--- src/burst_port_pkg.sv ---
package burst_port_pkg;

   // Control line codes (4 bits)
   localparam logic [3:0] CODE_DATA_XFER    = 4'h2;
   localparam logic [3:0] CODE_REG_WRITE    = 4'h2;
   localparam logic [3:0] CODE_PIPE_NO_OP   = 4'hE;
   localparam logic [3:0] CODE_NORM_NO_OP   = 4'hF;
   localparam logic [3:0] CODE_BURST_ADDR   = 4'hC;
   localparam logic [3:0] CODE_REG_ADDR_MIN = 4'h8;

   // Burst size codes on limit/read/write lines
   localparam logic [2:0] SIZE_4   = 3'h6;
   localparam logic [2:0] SIZE_8   = 3'h5;
   localparam logic [2:0] SIZE_16  = 3'h4;
   localparam logic [2:0] SIZE_32  = 3'h3;
   localparam logic [2:0] SIZE_64  = 3'h2;
   localparam logic [2:0] SIZE_128 = 3'h1;
   localparam logic [2:0] SIZE_256 = 3'h0;

   // Bytes per 32-bit word
   localparam int WORD_BYTES = 4;

   // Reset values
   localparam logic [3:0] DEMAND_IDLE   = 4'hF;
   localparam logic [2:0] CEILING_RESET = 3'h0;

   // Port states, one-hot
   typedef enum logic [4:0] {
      ST_IDLE      = 5'b00001,
      ST_REQ       = 5'b00010,
      ST_SIZE      = 5'b00100,
      ST_BURST     = 5'b01000,
      ST_END_BURST = 5'b10000
   } port_state_e;

   // Word handed from the transfer engine
   typedef struct packed {
      logic [31:0] data;
      logic        last;
   } xfer_word_s;

endpackage : burst_port_pkg

--- src/word_fifo.sv ---
`timescale 1ns/1ps
`default_nettype none
module word_fifo #(
   parameter int WIDTH = 33,
   parameter int DEPTH = 8
) (
   // Clock and reset
   input  wire logic             i_clk,
   input  wire logic             i_reset,
   // Fill side
   input  wire logic             i_in_valid,
   output logic                  o_in_ready,
   input  wire logic [WIDTH-1:0] i_in_data,
   // Drain side
   output logic                  o_out_valid,
   input  wire logic             i_out_ready,
   output logic [WIDTH-1:0]      o_out_data
);
   localparam int AW = $clog2(DEPTH);

   logic [WIDTH-1:0] mem_r [DEPTH];
   logic [AW-1:0]    wr_ptr_r;
   logic [AW-1:0]    rd_ptr_r;
   logic [AW:0]      count_r;
   wire              push = i_in_valid && o_in_ready;
   wire              pop  = o_out_valid && i_out_ready;

   // Honest flags straight from the occupancy count
   assign o_in_ready  = (count_r != (AW+1)'(DEPTH));
   assign o_out_valid = (count_r != '0);
   assign o_out_data  = mem_r[rd_ptr_r];

   // Storage
   always_ff @(posedge i_clk) begin
      if (push) begin
         mem_r[wr_ptr_r] <= i_in_data;
      end
   end

   // Pointers and count
   always_ff @(posedge i_clk) begin
      if (i_reset) begin
         wr_ptr_r <= '0;
         rd_ptr_r <= '0;
         count_r  <= '0;
      end else begin
         if (push) begin
            wr_ptr_r <= (wr_ptr_r == AW'(DEPTH-1)) ? '0 : wr_ptr_r + 1'b1;
         end
         if (pop) begin
            rd_ptr_r <= (rd_ptr_r == AW'(DEPTH-1)) ? '0 : rd_ptr_r + 1'b1;
         end
         count_r <= count_r + (AW+1)'(push) - (AW+1)'(pop);
      end
   end
endmodule : word_fifo
`default_nettype wire

--- src/burst_port_ctrl.sv ---
// Summary of operation
// A burst is a declaration access followed by individual data accesses.
// Burst address access drives the address and the size code on upper lines.
// Size is the least of ceiling, remaining count and address limit.
// Size codes 4..256 bytes map to 110 down to 000; code loads limit.
// Direction stays locked until limit expires or a pipeline no-op arrives.
// Burst mode lines: limit, read demand, write demand, data valid.
// Limit held asserted; counts down on data accesses; negated at zero.
// Limit negation is external end; direction switching allowed again.
// Data valid only for consecutive same-page next address; else ignore data.
// Bus logic may stretch a word with wait; port continues until burst end.
// After internal end, bus logic no-ops out or accesses to limit.
// No-op aborts burst; two no-ops needed before reversing direction.
// Outbound with internal end first, trailing accesses drive all ones.
// Five states: idle, request, size, burst, end of burst.
// End of burst ignores data accesses, lines keep burst meaning.
// Two-cycle access: wait negated, code changes in second clock.
// Register write: address then write code; data written at second edge.
// Port error: bus logic turns data code into odd code under wait.
// Address-port register updates only under that port's wait.
// Inbound DMA: address wait lags data wait by one clock.
// Outbound DMA: address wait equals data wait.
// Pipeline no-op enters pipeline mode; normal no-op returns to normal.
// Wait sampled at rising edge; negated wait suppresses internal edge.
// Leaving burst by no-op restores normal lines and clears the lock.
`timescale 1ns/1ps
`default_nettype none
module burst_port_ctrl #(
   parameter int       FIFO_DEPTH = 8,
   parameter int       PAGE_BITS  = 12,
   parameter int       CNT_W      = 16
) (
   // Clock and reset
   input  wire logic              i_clk,
   input  wire logic              i_reset,
   // External bus control
   input  wire logic [3:0]        i_control_lines,
   input  wire logic              i_data_port_wait,
   input  wire logic              i_address_port_wait,
   input  wire logic [31:0]       i_data_port_bus,
   // Port outputs
   output logic [3:0]             o_demand_lines,
   output logic [31:0]            o_data_port_bus,
   output logic                   o_data_port_oe,
   output logic [31:0]            o_address_port_bus,
   output logic                   o_pipeline_mode,
   output logic                   o_reg_write,
   output logic [3:0]             o_reg_write_addr,
   output logic [31:0]            o_reg_write_data,
   output logic                   o_port_error,
   // Internal transfer engine
   input  wire logic              i_xfer_outbound,
   input  wire logic              i_xfer_pending,
   input  wire logic [CNT_W-1:0]  i_xfer_remaining,
   input  wire logic [31:0]       i_xfer_addr,
   input  wire logic              i_addr_limit_en,
   input  wire logic [2:0]        i_burst_size_ceiling,
   input  wire logic              i_next_consecutive,
   input  wire logic              i_word_valid,
   output logic                   o_word_ready,
   input  wire logic [31:0]       i_word_data,
   output logic                   o_in_valid,
   input  wire logic              i_in_ready,
   output logic [31:0]            o_in_data
);
   burst_port_pkg::port_state_e state_r;
   burst_port_pkg::port_state_e state_nxt;
   logic [8:0]  limit_cnt_r;
   logic        lock_r;
   logic        dir_out_r;
   logic        nop_seen_r;
   logic        first_cyc_r;
   logic [3:0]  prev_code_r;
   logic        int_end_r;

   // Code decode; wait high means ready, low stretches the access
   wire         edge_en   = i_data_port_wait;
   wire         is_pipeline_no_op   = (i_control_lines == burst_port_pkg::CODE_PIPE_NO_OP);
   wire         is_nop    = (i_control_lines == burst_port_pkg::CODE_NORM_NO_OP);
   wire         is_burst_address_access   = (i_control_lines == burst_port_pkg::CODE_BURST_ADDR);
   wire         is_data   = (i_control_lines == burst_port_pkg::CODE_DATA_XFER);
   wire         in_burst  = (state_r == burst_port_pkg::ST_BURST) || (state_r == burst_port_pkg::ST_END_BURST);
   wire         limit_hit = (limit_cnt_r == 9'h000);

   // Size selection: smallest of ceiling, remaining bytes and page limit
   wire [8:0]   rem_bytes = (i_xfer_remaining > CNT_W'(256)) ? 9'h100 : i_xfer_remaining[8:0];
   wire [12:0]  page_room = 13'(1 << PAGE_BITS) - 13'(i_xfer_addr[PAGE_BITS-1:0]);
   wire [8:0]   pg_bytes  = (!i_addr_limit_en || page_room > 13'h0100) ? 9'h100 : page_room[8:0];
   wire [8:0]   ceil_b    = 9'(9'h100 >> i_burst_size_ceiling);
   wire [8:0]   min_a     = (ceil_b < rem_bytes) ? ceil_b : rem_bytes;
   wire [8:0]   min_bytes = (min_a < pg_bytes) ? min_a : pg_bytes;
   wire [2:0]   size_code = (min_bytes >= 9'h100) ? burst_port_pkg::SIZE_256 :
                            (min_bytes >= 9'h080) ? burst_port_pkg::SIZE_128 :
                            (min_bytes >= 9'h040) ? burst_port_pkg::SIZE_64 :
                            (min_bytes >= 9'h020) ? burst_port_pkg::SIZE_32 :
                            (min_bytes >= 9'h010) ? burst_port_pkg::SIZE_16 :
                            (min_bytes >= 9'h008) ? burst_port_pkg::SIZE_8 :
                                                    burst_port_pkg::SIZE_4;
   wire [8:0]   size_words = 9'(9'h040 >> size_code);

   // Data access accepted only outside the internal end
   wire         data_acc  = edge_en && is_data && !int_end_r
                            && (state_r != burst_port_pkg::ST_END_BURST);
   wire         out_fill  = data_acc && dir_out_r;

   // Outbound words pass through the FIFO; a full FIFO stalls the engine
   logic                       fifo_valid;
   burst_port_pkg::xfer_word_s fifo_in;
   burst_port_pkg::xfer_word_s fifo_data;
   assign fifo_in = '{data: i_word_data, last: !i_next_consecutive};
   word_fifo #(.WIDTH(33), .DEPTH(FIFO_DEPTH)) u_fifo (
      .i_clk       (i_clk),
      .i_reset     (i_reset),
      .i_in_valid  (i_word_valid),
      .o_in_ready  (o_word_ready),
      .i_in_data   (fifo_in),
      .o_out_valid (fifo_valid),
      .i_out_ready (out_fill),
      .o_out_data  (fifo_data)
   );

   // Counting edge; the lines look ahead so limit and valid answer with no lag
   wire         cnt_step  = edge_en && is_data && (in_burst || state_r == burst_port_pkg::ST_SIZE);
   wire         last_step = cnt_step && (limit_cnt_r == 9'h001);
   wire         end_step  = cnt_step && (dir_out_r ? (fifo_valid && fifo_data.last)
                                                   : (!i_next_consecutive || i_xfer_remaining <= CNT_W'(1)));

   // State transitions
   always_comb begin
      state_nxt = state_r;
      case (state_r)
         burst_port_pkg::ST_IDLE: begin
            if (edge_en && is_pipeline_no_op && i_xfer_pending) state_nxt = burst_port_pkg::ST_REQ;
         end
         burst_port_pkg::ST_REQ: begin
            if (edge_en && is_burst_address_access) state_nxt = burst_port_pkg::ST_SIZE;
            else if (edge_en && is_pipeline_no_op && !i_xfer_pending) state_nxt = burst_port_pkg::ST_IDLE;
         end
         burst_port_pkg::ST_SIZE: begin
            if (edge_en && is_pipeline_no_op) state_nxt = burst_port_pkg::ST_REQ;
            else if (edge_en && is_data && !limit_hit) state_nxt = burst_port_pkg::ST_BURST;
         end
         burst_port_pkg::ST_BURST: begin
            if (edge_en && is_pipeline_no_op) state_nxt = burst_port_pkg::ST_REQ;
            else if (edge_en && is_data && int_end_r) state_nxt = burst_port_pkg::ST_END_BURST;
         end
         burst_port_pkg::ST_END_BURST: begin
            if (edge_en && is_pipeline_no_op) state_nxt = burst_port_pkg::ST_REQ;
         end
         default: state_nxt = burst_port_pkg::ST_IDLE;
      endcase
   end

   // State register
   always_ff @(posedge i_clk) begin
      if (i_reset) state_r <= burst_port_pkg::ST_IDLE;
      else         state_r <= state_nxt;
   end

   // Mode, lock and limit counter
   always_ff @(posedge i_clk) begin
      if (i_reset) begin
         o_pipeline_mode <= 1'b0;
         lock_r          <= 1'b0;
         limit_cnt_r     <= 9'h000;
         dir_out_r       <= 1'b0;
         nop_seen_r      <= 1'b0;
         int_end_r       <= 1'b0;
      end else if (edge_en) begin
         if (is_pipeline_no_op) o_pipeline_mode <= 1'b1;
         else if (is_nop) o_pipeline_mode <= 1'b0;
         if (is_burst_address_access && state_r == burst_port_pkg::ST_REQ) begin
            limit_cnt_r <= size_words;
            lock_r      <= 1'b1;
            int_end_r   <= 1'b0;
         end else if (is_pipeline_no_op) begin
            lock_r      <= 1'b0;
            limit_cnt_r <= 9'h000;
            int_end_r   <= 1'b0;
         end else if (cnt_step) begin
            if (!limit_hit) limit_cnt_r <= limit_cnt_r - 9'h001;
            if (last_step) lock_r <= 1'b0;
            if (end_step) int_end_r <= 1'b1;
         end
         // Direction changes only after two no-ops and never while locked
         nop_seen_r <= is_pipeline_no_op;
         if (is_pipeline_no_op && nop_seen_r && !lock_r) dir_out_r <= i_xfer_outbound;
      end
   end

   // Two-cycle access tracking
   always_ff @(posedge i_clk) begin
      if (i_reset) begin
         first_cyc_r <= 1'b0;
         prev_code_r <= 4'h0;
      end else begin
         first_cyc_r <= !i_data_port_wait;
         prev_code_r <= i_control_lines;
      end
   end

   // Register write and error report
   wire prev_regadr = (prev_code_r >= burst_port_pkg::CODE_REG_ADDR_MIN)
                      && (prev_code_r != burst_port_pkg::CODE_PIPE_NO_OP)
                      && (prev_code_r != burst_port_pkg::CODE_NORM_NO_OP)
                      && (prev_code_r != burst_port_pkg::CODE_BURST_ADDR);
   wire register_write_code_hit   = first_cyc_r && prev_regadr && (i_control_lines == burst_port_pkg::CODE_REG_WRITE);
   wire err_hit     = first_cyc_r && (prev_code_r == burst_port_pkg::CODE_DATA_XFER)
                      && i_control_lines[0];

   // Registered side outputs
   always_ff @(posedge i_clk) begin
      if (i_reset) begin
         o_reg_write      <= 1'b0;
         o_reg_write_addr <= 4'h0;
         o_reg_write_data <= 32'h0000_0000;
         o_port_error     <= 1'b0;
         o_in_valid       <= 1'b0;
         o_in_data        <= 32'h0000_0000;
      end else begin
         o_reg_write <= register_write_code_hit && o_pipeline_mode;
         if (register_write_code_hit) begin
            o_reg_write_addr <= prev_code_r;
            o_reg_write_data <= i_data_port_bus;
         end
         o_port_error <= err_hit;
         if (i_in_ready) o_in_valid <= data_acc && !dir_out_r && !register_write_code_hit;
         if (data_acc && !dir_out_r) o_in_data <= i_data_port_bus;
      end
   end

   // Demand lines: normal meaning outside burst, size code in the size state, burst meaning inside
   wire       lock_after  = lock_r && !last_step;
   wire [3:0] burst_lines = {~(lock_after && !limit_hit), ~(lock_after && dir_out_r),
                             ~(lock_after && !dir_out_r), int_end_r || end_step};
   wire [3:0] norm_lines  = (state_r == burst_port_pkg::ST_IDLE) ? burst_port_pkg::DEMAND_IDLE
                            : {1'b1, ~dir_out_r, dir_out_r, 1'b1};
   wire [3:0] size_lines  = {size_code, 1'b1};

   // Data bus and demand line drive
   always_ff @(posedge i_clk) begin
      if (i_reset) begin
         o_demand_lines     <= burst_port_pkg::DEMAND_IDLE;
         o_data_port_bus    <= 32'h0000_0000;
         o_data_port_oe     <= 1'b0;
         o_address_port_bus <= 32'h0000_0000;
      end else begin
         if (state_nxt == burst_port_pkg::ST_SIZE && state_r == burst_port_pkg::ST_REQ)
            o_demand_lines <= size_lines;
         else if (state_nxt == burst_port_pkg::ST_BURST || state_nxt == burst_port_pkg::ST_END_BURST)
            o_demand_lines <= burst_lines;
         else if (state_nxt != burst_port_pkg::ST_SIZE)
            o_demand_lines <= norm_lines;
         if (edge_en) begin
            if (is_burst_address_access && state_r == burst_port_pkg::ST_REQ) o_data_port_bus <= i_xfer_addr;
            else if (is_data && dir_out_r && (int_end_r || state_r == burst_port_pkg::ST_END_BURST)
                     && !limit_hit) o_data_port_bus <= 32'hFFFF_FFFF;
            else if (out_fill) o_data_port_bus <= fifo_data.data;
         end
         o_data_port_oe <= dir_out_r && o_pipeline_mode;
         if (i_address_port_wait) o_address_port_bus <= i_xfer_addr;
      end
   end
endmodule : burst_port_ctrl
`default_nettype wire

--- config.mk ---
export PLATFORM = sky130hd
export DESIGN_NAME = burst_port_ctrl
export DESIGN_NICKNAME = d
export VERILOG_FILES = /design/src/burst_port_pkg.sv /design/src/word_fifo.sv /design/src/burst_port_ctrl.sv
export SDC_FILE = /design/constraint.sdc
export NUM_CORES = 1
export LEC_CHECK = 0
export ABC_AREA = 1
export BUFFER_PORTS_ARGS = -buffer_cell sky130_fd_sc_hd__buf_2
export CAP_MARGIN = 40
export CORE_UTILIZATION = 35
export CTS_CLUSTER_DIAMETER = 80
export DETAILED_ROUTE_END_ITERATION = 12
export HOLD_SLACK_MARGIN = 0.03
export PLACE_DENSITY = 0.58
export SETUP_SLACK_MARGIN = 0.5
export SYNTH_ARGS = -nofsm -noshare
export SYNTH_HDL_FRONTEND = slang
export SYNTH_HIERARCHICAL = 1
export SYNTH_SLANG_ARGS = --single-unit
--- constraint.sdc ---
create_clock -name i_clk -period 9.7 [get_ports i_clk]
set_clock_uncertainty 0.05 [all_clocks]
set_input_delay 0.97 -clock i_clk [delete_from_list [all_inputs] [get_ports i_clk]]
set_output_delay 0.97 -clock i_clk [all_outputs]
set_load 0.05 [all_outputs]
# Word level (Yosys, flattened, before mapping)

Memory sizes are Yosys's and may differ from the RTL's. A register that Yosys moved wholly into a read port is not among the register bits.
Cells that the tools add are included.

Reduce and logical (&&, ||, !) cells: 71
$mul: 0
Bitwise operators: 4
Shift-type cells: 2
$lt $le $gt $ge: 12
Mux-type cells: 47
Equal/unequal tests: 23
Div/mod/pow operators: 0
Add/subtract/negate cells: 6

Operators with widths:

| kind                                                              | number |
|---|---|
| two-way mux 32 bit                                                | 3 |
| two-way mux 9 bit                                                 | 8 |
| two-way mux 5 bit                                                 | 8 |
| logical AND 1 bit                                                 | 38 |
| two-way mux 3 bit                                                 | 9 |
| case mux 5 bit (5 select lines)                                   | 1 |
| less-than comparator 9 bit                                        | 2 |
| > comparator 16 x 9 -> 1 bit, second input constant               | 1 |
| less-or-equal comparator 16 x 1 -> 1 bit, second input constant   | 1 |
| != test 4 bit, second input constant                              | 4 |
| nonzero test 3 bit                                                | 5 |
| > comparator 13 x 9 -> 1 bit, second input constant               | 1 |
| two-way mux 1 bit                                                 | 13 |
| subtractor 13 x 12 -> 13 bit, first input constant                | 1 |
| == test 4 bit, second input constant                              | 3 |
| two-way mux 4 bit                                                 | 3 |
| == test 5 x 3 -> 1 bit, second input constant                     | 2 |
| == test 5 x 4 -> 1 bit, second input constant                     | 2 |
| == test 5 bit, second input constant                              | 2 |
| logical NOT 1 bit                                                 | 10 |
| == test 9 x 1 -> 1 bit, second input constant                     | 1 |
| greater-or-equal comparator 9 x 4 -> 1 bit, second input constant | 1 |
| greater-or-equal comparator 9 x 5 -> 1 bit, second input constant | 1 |
| greater-or-equal comparator 9 x 6 -> 1 bit, second input constant | 1 |
| 26 further kinds                                                  | 44 |

Input port bits: 129
Register bits: 174
Bits in writable memories: 264
Latch bits: 0
Output and inout port bits: 142
Logic and storage cells: 189
Memories: 1
Bits in read-only memories: 0

Memories:

| name         | words | width | read ports | clocked after Yosys merged registers in | wr ports | line            | text |
|---|---|---|---|---|---|---|---|
| u_fifo.mem_r | 8     | 33    | 1          | 1                                       | 1        | word_fifo.sv:21 | `logic [WIDTH-1:0] mem_r [DEPTH];` |

# Longest topological paths before layout

Word-level depth: 15
Mapped depth: 37

# Modules after synthesis

Netlist, hierarchy kept.

Modules (own cells, without submodules):

| module          | area each (µm²) | sequential area each (µm²) | times used | cells an instance |
|---|---|---|---|---|
| word_fifo       | 12,221.7        | 8,187.9                    | 1          | 1,236 |
| burst_port_ctrl | 7,459.7         | 3,283.1                    | 1          | 1,025 |

# Worst setup path before layout

No wires, ideal clock.

Path type: input port to flip-flop
From: input i_xfer_remaining[9]
To: register o_demand_lines[1]
Path slack: 4.833 ns
Stages on the path: 27
Buffers on the path: 0
Data arrival time: 4.698 ns
Data required time: 9.531 ns
Cells stage by stage: or2_1 -> nor2_2 -> nand3_2 -> a21boi_1 -> inv_1 -> ha_1 -> nand2_1 -> inv_1 -> nand3_1 -> nor3_1 -> nand2_4 -> nand2_4 -> clkinv_1 -> o21ai_0 -> ha_1 -> a21oi_1 -> nor3_1 -> a211oi_1 -> nand3_1 -> nand2_2 -> nand2_4 -> nor2_4 -> o21ai_1 -> nand2_1 -> nand2_1 -> nand2_1 -> nand2_1

Longest elaborated chain between the ends: 14

Ends and longest elaborated chain:

| item                                       | line                   | text |
|---|---|---|
| start, declared                            | burst_port_ctrl.sv:54  | `input wire logic [CNT_W-1:0] i_xfer_remaining,` |
| > comparator 16 x 9 -> 1 bit (*)           | burst_port_ctrl.sv:86  | `wire [8:0] rem_bytes = (i_xfer_remaining > CNT_W'(256)) ? 9'h100 : i_xfer_remaining[8:0];` |
| two-way mux 9 bit (*)                      | burst_port_ctrl.sv:86  |  |
| less-than comparator 9 bit                 | burst_port_ctrl.sv:90  | `wire [8:0] min_a = (ceil_b < rem_bytes) ? ceil_b : rem_bytes;` |
| two-way mux 9 bit (*)                      | burst_port_ctrl.sv:90  |  |
| less-than comparator 9 bit                 | burst_port_ctrl.sv:91  | `wire [8:0] min_bytes = (min_a < pg_bytes) ? min_a : pg_bytes;` |
| two-way mux 9 bit (*)                      | burst_port_ctrl.sv:91  |  |
| greater-or-equal comparator 9 x 4 -> 1 bit | burst_port_ctrl.sv:97  | `(min_bytes >= 9'h008) ? burst_port_pkg::SIZE_8 :` |
| two-way mux 2 bit                          | burst_port_ctrl.sv:97  |  |
| two-way mux 2 bit                          | burst_port_ctrl.sv:96  | `(min_bytes >= 9'h010) ? burst_port_pkg::SIZE_16 :` |
| two-way mux 3 bit                          | burst_port_ctrl.sv:95  | `(min_bytes >= 9'h020) ? burst_port_pkg::SIZE_32 :` |
| two-way mux 3 bit                          | burst_port_ctrl.sv:94  | `(min_bytes >= 9'h040) ? burst_port_pkg::SIZE_64 :` |
| two-way mux 3 bit                          | burst_port_ctrl.sv:93  | `(min_bytes >= 9'h080) ? burst_port_pkg::SIZE_128 :` |
| two-way mux 3 bit (*)                      | burst_port_ctrl.sv:92  | `wire [2:0] size_code = (min_bytes >= 9'h100) ? burst_port_pkg::SIZE_256 :` |
| two-way mux 4 bit (*)                      | burst_port_ctrl.sv:248 | `if (state_nxt == burst_port_pkg::ST_SIZE && state_r == burst_port_pkg::ST_REQ)` |
| end signal, assigned                       | burst_port_ctrl.sv:249 | `o_demand_lines <= size_lines;` |
| end signal, assigned                       | burst_port_ctrl.sv:251 | `o_demand_lines <= burst_lines;` |
| end signal, assigned                       | burst_port_ctrl.sv:253 | `o_demand_lines <= norm_lines;` |
| end, declared                              | burst_port_ctrl.sv:42  | `output logic [3:0] o_demand_lines,` |

Mark *: on every way between the ends. The rest lies on a longest branch, timed or not.
A chain may end at the register's enable or synchronous reset.

# Worst setup path after layout

From: input i_xfer_remaining[11]
To: register limit_cnt_r[1]

Longest elaborated chain between the ends: 15

Ends and longest elaborated chain:

| item                                       | line                   | text |
|---|---|---|
| > comparator 16 x 9 -> 1 bit (*)           | burst_port_ctrl.sv:86  |  |
| two-way mux 9 bit (*)                      | burst_port_ctrl.sv:86  |  |
| less-than comparator 9 bit                 | burst_port_ctrl.sv:90  |  |
| two-way mux 9 bit (*)                      | burst_port_ctrl.sv:90  |  |
| less-than comparator 9 bit                 | burst_port_ctrl.sv:91  |  |
| two-way mux 9 bit (*)                      | burst_port_ctrl.sv:91  |  |
| greater-or-equal comparator 9 x 4 -> 1 bit | burst_port_ctrl.sv:97  |  |
| two-way mux 2 bit                          | burst_port_ctrl.sv:97  |  |
| two-way mux 2 bit                          | burst_port_ctrl.sv:96  |  |
| two-way mux 3 bit                          | burst_port_ctrl.sv:95  |  |
| two-way mux 3 bit                          | burst_port_ctrl.sv:94  |  |
| two-way mux 3 bit                          | burst_port_ctrl.sv:93  |  |
| two-way mux 3 bit (*)                      | burst_port_ctrl.sv:92  |  |
| >> shifter 7 x 3 -> 9 bit (*)              | burst_port_ctrl.sv:99  | `wire [8:0] size_words = 9'(9'h040 >> size_code);` |
| two-way mux 9 bit (*)                      | burst_port_ctrl.sv:172 | `if (is_burst_address_access && state_r == burst_port_pkg::ST_REQ) begin` |
| end signal, assigned                       | burst_port_ctrl.sv:173 | `limit_cnt_r <= size_words;` |
| end signal, assigned                       | burst_port_ctrl.sv:181 | `if (!limit_hit) limit_cnt_r <= limit_cnt_r - 9'h001;` |
| end, declared                              | burst_port_ctrl.sv:68  | `logic [8:0] limit_cnt_r;` |

Marks and branches as above.

==> results.md <==
* GRT overflow at 0
* Post-DP HPWL at 34100 µm
* I/O pins at 271
* TritonCTS Sinks at 441
* Unrepaired setup endpoints after global routing: no
* Final wirelength at 53500 µm
* Largest net degree at the start of global routing at 73
* H-tree depth at 2
* Hold Path Class: reg -> reg
* CTS Buf Count at 46
* # resized after CTS at 0
* Share of cells above drive strength 1 at 16.6%
* CTS tree: built
* 1st-pass router iterations at 5
* Final Cycle Share at 51.9%
* Leakage power at 10.7 nW
* Remaining DRCs at 0
* GR Util All Layers at 18.5%
* Clk pin slew, worst setup/hold paths at 0.06 ns
* Capturing point of the worst reg2reg path: o_data_port_bus[4]
* Clock Path Buffers at 3
* Cells after synthesis at 2261
* Nets at 2664
* Clock Tree Root: clkbuf_16
* Wire length per cell at 16.2 µm
* Worst Path Required at 10.07 ns
* Vias at 15450
* Slew Limit Fails at 0
* FF-to-FF setup slack at 6.67 ns
* Antenna violations before repair at 13
* # port buffers at 270
* Top FF cell, synth: edfxtp_1
* Syn. warnings at 6
* Worst setup startpoint: i_xfer_remaining[11]
* Final Hold Vio Count at 0
* Status: finished clean
* DR iter-0 viols at 939
* Core ar. at 55300 µm²
* Die width at 239 µm
* Max-Cap Viols at 0
* Most frequent CP cell: nand2_1
* Startpoint Class: primary input
* Die Y at 239 µm
* Post-synth EDFFs at 264
* First-pass GRT wire length at 81500 µm
* Mean Syn Cell Area at 8.70 µm²
* Non-Filler Instances at 3295
* Final min period at 5.04 ns
* Hold worst-path end: nop_seen_r
* Crit Path Class: in -> reg
* Routability congestion estimate at 0.878
* Pwr dens at 185 nW/µm²
* Hold_sp: nop_seen_r
* Synth top area share at 40.3%
* Synth Register Bits at 441
* Cell taking the most area after synthesis: edfxtp_1
* Post-synth design cell area at 19700 µm²
* Setup TNS at 0 ns
* Setup repair bufs after CTS at 0
* Max FO, Critical Path at 10
* Async S/R FF share, synth at 0%
* Area growth syn-to-layout at 18.4%
* Mapped Nets at 2419
* Max frequency at 199 MHz
* Register area share after synthesis at 58.3%
* Setup crit end kind: flip-flop
* Die ar. at 57200 µm²
* Cells after DPL at 3206
* Fill count at 5432
* Yosys cell types at 47
* Slew at the pin closest to its max-slew limit at 0.851 ns
* Worst skew pair latency at 0.57 ns
* Fin util at 42.1%
* Worst-case vdd ir drop at 0.000118 V
* Pre-CTS worst setup slack at 4.12 ns
* CP max stage cell: a211oi_1
* Rows at 86
* Multi-input logic area at 6420 µm²
* Via density at 4.69
* Number of cells on the worst reg-to-reg path at 9
* Max stage delay on crit path at 0.67 ns
* Top area cells in the synthesized netlist: edfxtp_1 (40%), dfxtp_1 (18%), nand2_1 (11%)
* Vias in the first global route at 14292
* DRT antenna net count at 0
* Arr. time, crit path at 5.41 ns
* Starting density of the core at 35.6%
* Setup WS post-layout at 4.66 ns
* Slew HR at 42.9%
* CTS Hold Bufs at 0
* Register area at 11500 µm²
* Worst Hold Depth at 2
* Setup violators final at 0
final cells by class:
type,count,area share (%)
diodes,5,0.0537
flip-flops and latches,441,49.3
multi-input cells,1364,27.6
repair buffers,296,6.97
clock buffers,65,5.55
clock inverters,19,0.827
inverters,357,5.76
well taps,748,4.02
registers in the layout (all words and copies together) (netlist names), 5 cells and up, named ones only:
name,count
limit_cnt_r,9
u_fifo/mem_r,264
o_data_port_bus,32
o_address_port_bus,32
state_r,5
o_reg_write_data,32
o_in_data,32
worst max-delay path by stage:
stage          slack (ns)                 to  cells after the start
2_1_floorplan        4.83  o_demand_lines[1]                     27
3_3_place_gp         4.26  o_demand_lines[1]                     28
3_5_place_dp         4.12  o_demand_lines[1]                     28
4_1_cts              4.71     limit_cnt_r[1]                     28
5_1_grt              4.19  o_demand_lines[1]                     29
6_report             4.66     limit_cnt_r[1]                     27
synth_stat cells (10+ instances only):
master and number:
nand2_1 555, inv_1 348, nor2_1 277, edfxtp_1 264, dfxtp_1 177, nand3_1 170
o21ai_0 116, clkbuf_1 49, a21oi_1 36, a211oi_1 34, o22ai_1 34, nor3_1 31
ha_1 28, buf_2 27, nand2_2 11, buf_1 10, buf_6 10
per-stage QoR:
| step | hold WS, ns | area, µm² | total power [mW] |
|---|---|---|---|
| 6_report | 0.413 | 23300 | 4.31 |
| 4_1_cts | 0.415 | 23300 | 4.36 |
| 3_3_place_gp | 0.397 | 21700 | 2.59 |
| 3_5_place_dp | 0.407 | 21800 | 2.61 |
| 5_1_grt | 0.444 | 23300 | 4.48 |
| 2_1_floorplan | 0.377 | 19700 | 2.44 |
cells by family after synthesis:
group,Yosys count,share of synthesized area (%)
buffers and inverters,456,9.32
AOI/OAI and AO/OA,235,6.80
and+or+nand+nor,1092,23.3
adders and majority gates,29,1.88
xor gates and xnor gates,8,0.394
DFF,441,58.3
where the power goes:
| group | switching [mW] | internal, mW | leakage [nW] |
|---|---|---|---|
| Clock | 0.709 | 1.03 | 0.728 |
| Sequential | 0.0268 | 2.08 | 3.83 |
| Combinational | 0.327 | 0.130 | 6.14 |
routing by layer:
layer	global-route usage (%)	routed length, µm	vias up
li1	-	-	7755
met1	23.8	23500	7181
met2	30.5	24800	395
met3	4.48	3780	105
met4	5.71	1360	14
met5	0	101	-
cells in the final DEF, fill, tap and decap left out, types with 7 or more instances in the layout:
master / count
nand2_1: 555
inv_1: 347
nor2_1: 276
buf_2: 270
edfxtp_1: 264
dfxtp_1: 175
nand3_1: 170
o21ai_0: 116
clkbuf_16: 47
a21oi_1: 36
o22ai_1: 34
a211oi_1: 34
ha_1: 28
nor3_1: 23
buf_4: 21
clkbuf_1: 13
nand2_2: 11
clkinv_1: 10
nor2_2: 9
nand2_4: 9
nand4_1: 9
nor3_2: 8
inv_2: 7
worst max-delay path, delay by kind of cell:
family | cells | cell delay, ns
compound gates | 6 | 1.78
fa+ha+maj | 2 | 0.59
buf+inv | 5 | 0.50
simple gates | 14 | 1.58
No activity file was read; power rests on OpenSTA's default activity.
